## config.mk

```make
export PLATFORM = sky130hd
export DESIGN_NAME = or_stack_rotate_exec_unit
export DESIGN_NICKNAME = d
export VERILOG_FILES = /design/src/exec_reg_ram.v /design/src/or_stack_rotate_exec_unit.v
export VERILOG_INCLUDE_DIRS = /design/src /design/src/src
export SDC_FILE = /design/constraint.sdc
export NUM_CORES = 2
export LEC_CHECK = 0
export BUFFER_PORTS_ARGS = -buffer_cell sky130_fd_sc_hd__buf_2
export CAP_MARGIN = 20
export CORE_MARGIN = 2
export CORE_UTILIZATION = 30
export DETAILED_ROUTE_END_ITERATION = 12
export PLACE_DENSITY = 0.47
export SYNTH_ARGS = -nofsm -noshare
export SYNTH_HDL_FRONTEND = slang
export SYNTH_SLANG_ARGS = --single-unit
```

## constraint.sdc

```tcl
create_clock -name clock -period 12.3 [get_ports clock]
set_input_delay 2.46 -clock clock [delete_from_list [all_inputs] [get_ports clock]]
set_output_delay 2.46 -clock clock [all_outputs]
set_load 0.01 [all_outputs]
```

## src/or_stack_rotate_map.vh

```
// Operation codes, constants and timing for the OR, stack and rotate execution unit
`ifndef OR_STACK_ROTATE_MAP_VH
`define OR_STACK_ROTATE_MAP_VH
`define OP_W              4
`define OP_NONE           4'h0
`define OP_OR_BYTE        4'h1
`define OP_OR_CARRY       4'h2
`define OP_OR_CARRY_INV   4'h3
`define OP_POP            4'h4
`define OP_PUSH           4'h5
`define OP_INTERRUPT_RETURN_OP           4'h6
`define OP_RL             4'h7
`define OP_RLC            4'h8
`define OP_RR             4'h9
`define OP_RRC            4'hA
`define SRC_W             2
`define SRC_BANK          2'h0
`define SRC_DIRECT        2'h1
`define SRC_INDIRECT      2'h2
`define SRC_IMM           2'h3
`define SP_RESET          8'h07
`define ACC_RESET         8'h00
`define PC_RESET          16'h0000
`define SP_ONE            8'h01
`define ST_IDLE           3'h0
`define ST_RD             3'h1
`define ST_WR             3'h2
`define ST_INTERRUPT_RETURN_OP_HI        3'h3
`define ST_INTERRUPT_RETURN_OP_LO        3'h4
`define ST_DONE           3'h5
`define LOCK_INSNS        1'b1
`endif
```

## src/exec_reg_ram.v

```verilog
// Small internal data memory with registered read data
`timescale 1ns/10ps
`default_nettype none
module exec_reg_ram #(
  parameter AW = 8,
  parameter DW = 8
) (
  input  wire          clock,
  input  wire          we,
  input  wire [AW-1:0] waddr,
  input  wire [DW-1:0] wdata,
  input  wire [AW-1:0] raddr,
  output reg  [DW-1:0] rdata
);
  reg [DW-1:0] mem [0:(1<<AW)-1];
  always @(posedge clock) begin
    if (we) begin
      mem[waddr] <= wdata;
    end
    rdata <= mem[raddr];
  end
endmodule
`default_nettype wire

```

## src/or_stack_rotate_exec_unit.v

```verilog
// Execution unit for byte/bit OR, push, pop, interrupt return and accumulator rotates
`timescale 1ns/10ps
`default_nettype none
`include "or_stack_rotate_map.vh"
module or_stack_rotate_exec_unit #(
  parameter DW = 8,
  parameter AW = 8
) (
  input  wire             clock,
  input  wire             rst_b,
  input  wire             op_valid,
  input  wire [`OP_W-1:0] op_code,
  input  wire [`SRC_W-1:0] src_sel,
  input  wire             dest_is_acc,
  input  wire [AW-1:0]    direct_addr,
  input  wire [DW-1:0]    bank_register,
  input  wire [DW-1:0]    direct_data,
  input  wire [DW-1:0]    indirect_data,
  input  wire [DW-1:0]    imm_data,
  input  wire             dest_is_port,
  input  wire [DW-1:0]    port_latch,
  input  wire             dest_is_sp,
  input  wire             src_bit,
  output wire             op_ready,
  output reg  [DW-1:0]    accumulator_reg,
  output reg              carry_r,
  output reg  [AW-1:0]    stack_pointer,
  output reg  [15:0]      program_counter,
  output reg              pc_load_r,
  output reg              dwr_valid_r,
  output reg  [AW-1:0]    dwr_addr_r,
  output reg  [DW-1:0]    dwr_data_r,
  output reg              prio_release_r,
  output reg              irq_hold_r,
  output reg              done_r
);
  reg  [2:0]    state_r;
  reg  [2:0]    state_nxt;
  reg  [`OP_W-1:0] op_r;
  reg  [DW-1:0] src_r;
  reg           to_sp_r;
  reg  [AW-1:0] dst_r;
  reg           irq_wait_r;
  reg           ram_we;
  reg  [AW-1:0] ram_waddr;
  reg  [DW-1:0] ram_wdata;
  reg  [AW-1:0] ram_raddr;
  wire [DW-1:0] ram_rdata;
  reg  [DW-1:0] or_src;
  wire [DW-1:0] dest_old;
  wire [AW-1:0] sp_dec;
  wire [AW-1:0] sp_inc;

  assign op_ready = (state_r == `ST_IDLE);
  assign sp_dec   = stack_pointer - `SP_ONE;
  assign sp_inc   = stack_pointer + `SP_ONE;
  // Port destinations use the latch so read-modify-write never sees pin loading
  assign dest_old = dest_is_port ? port_latch : direct_data;

  always @* begin
    case (src_sel)
      `SRC_BANK:     or_src = bank_register;
      `SRC_DIRECT:   or_src = direct_data;
      `SRC_INDIRECT: or_src = indirect_data;
      default:       or_src = imm_data;
    endcase
  end

  always @* begin
    ram_raddr = stack_pointer;
    ram_we    = 1'b0;
    ram_waddr = stack_pointer;
    ram_wdata = src_r;
    state_nxt = state_r;
    case (state_r)
      `ST_IDLE: begin
        if (op_valid && op_code == `OP_POP) begin
          state_nxt = `ST_RD;
        end else if (op_valid && op_code == `OP_PUSH) begin
          state_nxt = `ST_WR;
        end else if (op_valid && op_code == `OP_INTERRUPT_RETURN_OP) begin
          state_nxt = `ST_INTERRUPT_RETURN_OP_HI;
        end
      end
      `ST_RD: begin
        state_nxt = `ST_IDLE;
      end
      `ST_WR: begin
        ram_we    = 1'b1;
        state_nxt = `ST_IDLE;
      end
      `ST_INTERRUPT_RETURN_OP_HI: begin
        // Fetch the low byte one below while the pointer steps down
        ram_raddr = sp_dec;
        state_nxt = `ST_INTERRUPT_RETURN_OP_LO;
      end
      `ST_INTERRUPT_RETURN_OP_LO: begin
        state_nxt = `ST_DONE;
      end
      `ST_DONE: begin
        state_nxt = `ST_IDLE;
      end
      default: begin
        state_nxt = `ST_IDLE;
      end
    endcase
  end

  exec_reg_ram #(
    .AW (AW),
    .DW (DW)
  ) u_ram (
    .clock (clock),
    .we    (ram_we),
    .waddr (ram_waddr),
    .wdata (ram_wdata),
    .raddr (ram_raddr),
    .rdata (ram_rdata)
  );

  always @(posedge clock) begin
    if (!rst_b) begin
      state_r         <= `ST_IDLE;
      op_r            <= `OP_NONE;
      src_r           <= {DW{1'b0}};
      to_sp_r         <= 1'b0;
      dst_r           <= {AW{1'b0}};
      accumulator_reg <= `ACC_RESET;
      carry_r         <= 1'b0;
      stack_pointer   <= `SP_RESET;
      program_counter <= `PC_RESET;
      pc_load_r       <= 1'b0;
      dwr_valid_r     <= 1'b0;
      dwr_addr_r      <= {AW{1'b0}};
      dwr_data_r      <= {DW{1'b0}};
      prio_release_r  <= 1'b0;
      irq_hold_r      <= 1'b0;
      irq_wait_r      <= 1'b0;
      done_r          <= 1'b0;
    end else begin
      state_r        <= state_nxt;
      pc_load_r      <= 1'b0;
      dwr_valid_r    <= 1'b0;
      prio_release_r <= 1'b0;
      done_r         <= 1'b0;
      // Interrupts of equal or lower level stay blocked through the next instruction
      if (irq_hold_r && done_r && !irq_wait_r) begin
        irq_hold_r <= 1'b0;
      end
      if (irq_wait_r && done_r) begin
        irq_wait_r <= 1'b0;
      end
      case (state_r)
        `ST_IDLE: begin
          if (op_valid) begin
            op_r    <= op_code;
            to_sp_r <= dest_is_sp;
            dst_r   <= direct_addr;
            src_r   <= direct_data;
            case (op_code)
              `OP_OR_BYTE: begin
                done_r <= 1'b1;
                if (dest_is_acc) begin
                  accumulator_reg <= accumulator_reg | or_src;
                end else begin
                  dwr_valid_r <= 1'b1;
                  dwr_addr_r  <= direct_addr;
                  // Direct destination takes accumulator or immediate only
                  dwr_data_r  <= dest_old | ((src_sel == `SRC_IMM) ? imm_data
                                                                    : accumulator_reg);
                end
              end
              `OP_OR_CARRY: begin
                done_r  <= 1'b1;
                carry_r <= carry_r | src_bit;
              end
              `OP_OR_CARRY_INV: begin
                done_r  <= 1'b1;
                carry_r <= carry_r | ~src_bit;
              end
              `OP_PUSH: begin
                stack_pointer <= sp_inc;
              end
              `OP_RL: begin
                done_r          <= 1'b1;
                accumulator_reg <= {accumulator_reg[DW-2:0], accumulator_reg[DW-1]};
              end
              `OP_RLC: begin
                done_r          <= 1'b1;
                accumulator_reg <= {accumulator_reg[DW-2:0], carry_r};
                carry_r         <= accumulator_reg[DW-1];
              end
              `OP_RR: begin
                done_r          <= 1'b1;
                accumulator_reg <= {accumulator_reg[0], accumulator_reg[DW-1:1]};
              end
              `OP_RRC: begin
                done_r          <= 1'b1;
                accumulator_reg <= {carry_r, accumulator_reg[DW-1:1]};
                carry_r         <= accumulator_reg[0];
              end
              default: begin
                done_r <= (op_code != `OP_NONE) && (op_code != `OP_POP)
                          && (op_code != `OP_INTERRUPT_RETURN_OP);
              end
            endcase
          end
        end
        `ST_RD: begin
          // Read data is valid now; decrement before the optional pointer overwrite
          done_r      <= 1'b1;
          dwr_valid_r <= ~to_sp_r;
          dwr_addr_r  <= dst_r;
          dwr_data_r  <= ram_rdata;
          stack_pointer <= to_sp_r ? ram_rdata : sp_dec;
        end
        `ST_WR: begin
          done_r <= 1'b1;
        end
        `ST_INTERRUPT_RETURN_OP_HI: begin
          program_counter[15:8] <= ram_rdata;
          stack_pointer         <= sp_dec;
        end
        `ST_INTERRUPT_RETURN_OP_LO: begin
          program_counter[7:0] <= ram_rdata;
          stack_pointer        <= sp_dec;
        end
        `ST_DONE: begin
          // Only counter and pointer changed; status word is left alone
          pc_load_r      <= 1'b1;
          prio_release_r <= 1'b1;
          irq_hold_r     <= `LOCK_INSNS;
          irq_wait_r     <= 1'b1;
          done_r         <= 1'b1;
        end
        default: begin
          done_r <= 1'b0;
        end
      endcase
    end
  end
endmodule
`default_nettype wire

```

# After elaboration in Yosys (flattened, before gate mapping)

Memories as Yosys holds them, arrays and structs flattened. A register that Yosys moved wholly into a read port is not among the register bits.
Index checks and enable logic that the tools add are counted.

Add/sub/neg operators: 2
Equal/unequal tests: 26
Multiplexer cells: 38
Bitwise operators: 6
Reduce and logical (&&, ||, !) cells: 26

Operator list:

| operator                                               | count |
|---|---|
| 2-to-1 mux 8 bit                                       | 13 |
| case mux 8 bit (3 select lines)                        | 2 |
| case mux 8 bit (5 select lines)                        | 1 |
| case mux 8 bit (2 select lines)                        | 2 |
| equality test 4 x 3 -> 1 bit (second input constant)   | 4 |
| bitwise OR 8 bit                                       | 2 |
| equality test 4 bit (second input constant)            | 3 |
| 2-to-1 mux 1 bit                                       | 12 |
| 2-to-1 mux 3 bit                                       | 3 |
| case mux 3 bit (3 select lines)                        | 1 |
| adder 8 x 1 -> 8 bit (second input constant)           | 1 |
| equality test 4 x 2 -> 1 bit (second input constant)   | 2 |
| logical AND 1 bit                                      | 8 |
| inequality test 4 x 3 -> 1 bit (second input constant) | 2 |
| AND reduction 4 bit                                    | 2 |
| nonzero test 4 bit                                     | 2 |
| subtractor 8 x 1 -> 8 bit (second input constant)      | 1 |
| OR reduction 7 bit                                     | 1 |
| equality test 3 x 2 -> 1 bit (second input constant)   | 2 |
| equality test 3 bit (second input constant)            | 2 |
| inequality test 2 bit (second input constant)          | 3 |
| case mux 1 bit (2 select lines)                        | 3 |
| AND reduction 3 bit                                    | 2 |
| nonzero test 2 bit                                     | 3 |
| other kinds (17)                                       | 21 |

Register bits: 74
Bits in writable memories: 2048
Bits of input ports: 61
Output and inout bits: 55
Memories: 1

Memories:

| name      | words | width | read ports | clocked after Yosys merged registers in | write ports | line              | text |
|---|---|---|---|---|---|---|---|
| u_ram.mem | 256   | 8     | 1          | 1                                       | 1           | exec_reg_ram.v:15 | `reg [DW-1:0] mem [0:(1<<AW)-1];` |

# Longest topological paths before layout

Word-level depth: 7
Gate-level depth with buffers: 21

# Modules after synthesis

From an unflattened synthesis, not the netlist that was laid out.

Cells, all modules: 4230
Area total of the unflattened synthesis: 83617.7 um^2

Modules (own cells, without submodules):

| module                    | times used | cells each | area an instance (um^2) | sequential area each (um^2) |
|---|---|---|---|---|
| exec_reg_ram              | 1          | 3733       | 79556.3                 | 61659.1 |
| or_stack_rotate_exec_unit | 1          | 497        | 4061.4                  | 1481.4 |

# Worst setup path after synthesis

No wires, ideal clock.

Path kind: register to register
Start point: reg src_r[0] (netlist: ram_wdata[0])
End point: mem u_ram.mem[0][0] (data pin)
Setup time: 856 ps
Data arrival time: 3397 ps
Setup slack: 8047 ps
Stages on the path, launching flop included: 1
Path buffers: 0
Period minus slack after synthesis: 4253 ps
Path through: dfxtp_1

RTL lines:

| element                | line                            | text |
|---|---|---|
| from (decl)            | or_stack_rotate_exec_unit.v:40  | `reg [DW-1:0] src_r;` |
| from (signal assigned) | or_stack_rotate_exec_unit.v:125 | `src_r <= {DW{1'b0}};` |
| from (signal assigned) | or_stack_rotate_exec_unit.v:159 | `src_r <= direct_data;` |
| to (decl)              | exec_reg_ram.v:15               |  |

Straight into the memory's write port.

# Worst setup path in the final report

Start point: reg stack_pointer[1]
End point: reg u_ram.rdata[4], read port of u_ram.mem

Cells in the longest elaborated chain, start to end: 2

Ends and longest elaborated chain:

| element                             | line                            | text |
|---|---|---|
| from (decl)                         | or_stack_rotate_exec_unit.v:27  | `output reg [AW-1:0] stack_pointer,` |
| from (signal assigned)              | or_stack_rotate_exec_unit.v:130 | `` stack_pointer <= `SP_RESET; `` |
| from (signal assigned)              | or_stack_rotate_exec_unit.v:182 | `stack_pointer <= sp_inc;` |
| from (signal assigned)              | or_stack_rotate_exec_unit.v:215 | `stack_pointer <= to_sp_r ? ram_rdata : sp_dec;` |
| subtractor 8 x 1 -> 8 bit (no line) | -                               |  |
| 2-to-1 mux 8 bit *                  | or_stack_rotate_exec_unit.v:75  | `case (state_r)` |
| to (decl)                           | exec_reg_ram.v:13               | `output reg [DW-1:0] rdata` |

Every way passes the cells marked *; elsewhere a longest branch is shown, timed or not.
A chain may end at the register's enable or synchronous reset.

==> reports/metrics.cfg <==
[run_status]
status=finished clean

[flow_run]
maxCapViolations=0

[drt]
drc_errors=0
highest_layer=met5
vias=57200
drt-met1-wl_mm=131
drtIter0Drc=6542
final_antenna_net_count=0
route.met2.wl_mm=139
routed_wirelength_mm=303
via_per_inst=5.70
first_pass_iters=7
dr_wl_met3_mm=22.9
wl_per_cell_microns=30.2

[synth]
async_flop_share_pct=0
synth.area.mux_share_pct=2.90
yosysSeqAreaShare_pct=73.3
synth_edf_count=2048
ys_seq_elements=2130
synthAdderAreaFrac_pct=0.0726
syn_inst=6061
syn_area_per_cell_sq_um=14.2
synth-main-ff-cell=edfxtp_1
synth-simple-area-share_pct=7.96
synth_top_area_share_pct=71.4
synth_top_family_by_area=compound AO/OA/AOI/OAI gates
yosysUniqueCellTypes=87
yosysWarnings=0
synth_fp_nets=6127
synth_area_leader_cell=edfxtp_1
synth_area_sq_um=86200
synth.area.top_cells=edfxtp_1 71%, o22ai_1 5.3%, nor2_1 2.7%, dfxtp_1 1.9%, nor3_1 1.9%
synth-xor-area-share_pct=0.0813
synth-compound-area-share_pct=13.0

[timing]
worst_pin_slew_ps=1430
hold_viol_final=0
fin_crit_sh_pct=55.2
slew_headroom_pct=4.36
finalSetupViolCount=0
rsz0062_at_grt=no
skew_ps=55.8
setup_tns_ps=0
finalCriticalPeriod_ps=6790
fmax_ghz=0.147
slew_violations=0

[min_path]
hold_depth=2
min_path_type=reg2reg

[place]
io_buffers=115
place_hpwl_mm=177
routabilityCongestion=0.849

[setup_path]
slowest_stage=nor4b_2
cp.required_ps=13030
end_kind=flop
arrival_ps=7510
path_max_fanout=37
r2r_slack_ps=5510
slowest_delay_ps=980
path_cells=buf_4 -> or2_4 -> nor4_4 -> nor3_4 -> buf_4 -> buf_4 -> buf_4 -> nor3_1 -> nor4_1 -> o22ai_1 -> nor4b_2 -> nor4_1
path_common_cell=buf_4
path_class=reg2reg
reg2reg_depth=12
crit_path_start_kind=flop

[pwr]
p_clk_share_pct=43.9
power.leakage_nw=31.0
ir_drop_v=0.000132
power_density_nw_per_um2=160
swShare_pct=22.6
seqPwrFrac_pct=51.1
p_switching_mw=3.55
comb_power_share_pct=5.0
intPower_mw=12.2

[clock_network]
insertion_delay_ps=890
numCtsBuffers=226
ctsResizeCount=0
htree_levels=4
cts_tree=built
postCtsHoldBufs=0
postCtsSetupRepairBufs=0
root_buffer=clkbuf_16
clock-sinks=2130
clk_path_buf_depth=3
clk_pin_slew_worst_paths_ps=60

[global_routing]
grt_pass1_vias=55300
grt_max_degree=186
grt.total_usage_pct=20.2
antenna_found_initial=13
grt_pass1_wl_mm=428
grt_overflow=0

[die]
pin_count=116
die_area_sq_um=292000
die_w_microns=540
start_util_pct=30.2
placementRows=196
die_y_microns=540
coreArea_sq_um=285000

[final_layout]
fin_util_pct=34.4
fin_nets=6138
area.growth.synth_to_final_pct=14.0
largestRegisters=u_ram.mem: 2048 flops, program_counter: 16 flops
largest_reg_flops=2048
regMostFlops=u_ram.mem
drive_gt1_share_pct=12.0

[layout make-up]
class                      instances  area, sq um
timing repair buffer             269         1880
tap                             3762         4710
inverter                          11         43.8
clock buffer                     285         5980
multi-input combinational       3434        21000
sequential                      2130        63200
antenna                            4         10.0
fill                           27600       187000
clock inverter                   136         1450
[power by group through the flow]
stage | Combinational [mW] | Sequential, mW | Clock [mW]
6_report | 0.785 | 8.04 | 6.89
5_1_grt | 0.835 | 8.04 | 7.27
4_1_cts | 0.786 | 8.04 | 6.99
3_5_place_dp | 0.785 | 8.19 | 0
3_3_place_gp | 0.776 | 8.19 | 0
2_1_floorplan | 0.389 | 8.23 | 0
[cell usage after synthesis (11+ instances only)]
cell and instances:
dfxtp_1 82, a2111oi_0 58, o311ai_0 18, buf_1 41, a222oi_1 11, clkbuf_1 187
a22oi_1 17, mux4_2 30, o32ai_1 26, or4_1 17, buf_4 31, a211oi_1 19
nand3_1 52, o221ai_1 119, mux2i_1 116, nor2b_1 36, a31oi_1 42, nand2_1 240
a221oi_1 15, nor3_1 320, nor4_1 94, edfxtp_1 2048, nor2_1 631, and3_1 13
mux2_2 59, nor4b_1 11, o21ai_0 256, o22ai_1 733, a21boi_0 34, o21a_1 13
o41ai_1 23, a21oi_1 240, o22a_1 22, and2_1 27, buf_2 216
[cell usage in the layout, fill, tap and decap left out, drive strengths merged, types with 52 or more instances in the layout]
master / synthesis / routed
nand3: 52 / 52
nand2: 242 / 242
nor4: 96 / 96
buf: 296 / 269
edfxtp: 2048 / 2048
a2111oi: 58 / 58
a21oi: 240 / 240
clkinv: 0 / 103
o21ai: 258 / 258
o22ai: 733 / 733
dfxtp: 82 / 82
nor2: 632 / 632
o221ai: 119 / 119
clkbuf: 190 / 285
mux2: 59 / 59
mux2i: 116 / 116
nor3: 322 / 322
[path summary, 6_finish.rpt]
path	start	endpoint
hold reg to reg	program_counter[13]	program_counter[13]
setup reg to reg	stack_pointer[1]	u_ram.rdata[4]
setup / recovery	stack_pointer[1]	u_ram.rdata[4]
hold / removal	program_counter[13]	program_counter[13]
[worst max-delay path: cells and delay by family (launching register included)]
| kind | cells | cell delay, ps |
|---|---|---|
| buf+inv | 4 | 2470 |
| flops | 1 | 750 |
| simple gates | 7 | 2770 |
| compound gates | 1 | 480 |
[through the flow]
step / total power [mW] / instances / hold slack (ps) / worst slack (ps) / area [sq um]
floorplan: 8.62 / 6061 / 443 / 8050 / 86200
global placement: 8.97 / 9591 / 447 / 4970 / 90600
detailed placement: 8.98 / 9605 / 457 / 5660 / 90800
CTS: 15.8 / 10000 / 466 / 5630 / 98200
global route: 16.1 / 10000 / 480 / 5510 / 98300
finish: 15.7 / 10000 / 461 / 5510 / 98300
[per-layer routing]
layer	track usage (%)	vias up
li1	-	24400
met3	3.60	543
met5	0	-
met1	27.8	29600
met4	7.37	2
met2	31.8	2635
[logic make-up after synthesis]
| kind of cell | Yosys count |
|---|---|
| compound gates | 1722 |
| xor+xnor | 8 |
| simple gates | 1494 |
| flops | 2130 |
| mux | 205 |
| fa+ha+maj | 5 |
| buf+inv | 497 |
Note: power is estimated with default switching activity, not from simulation.
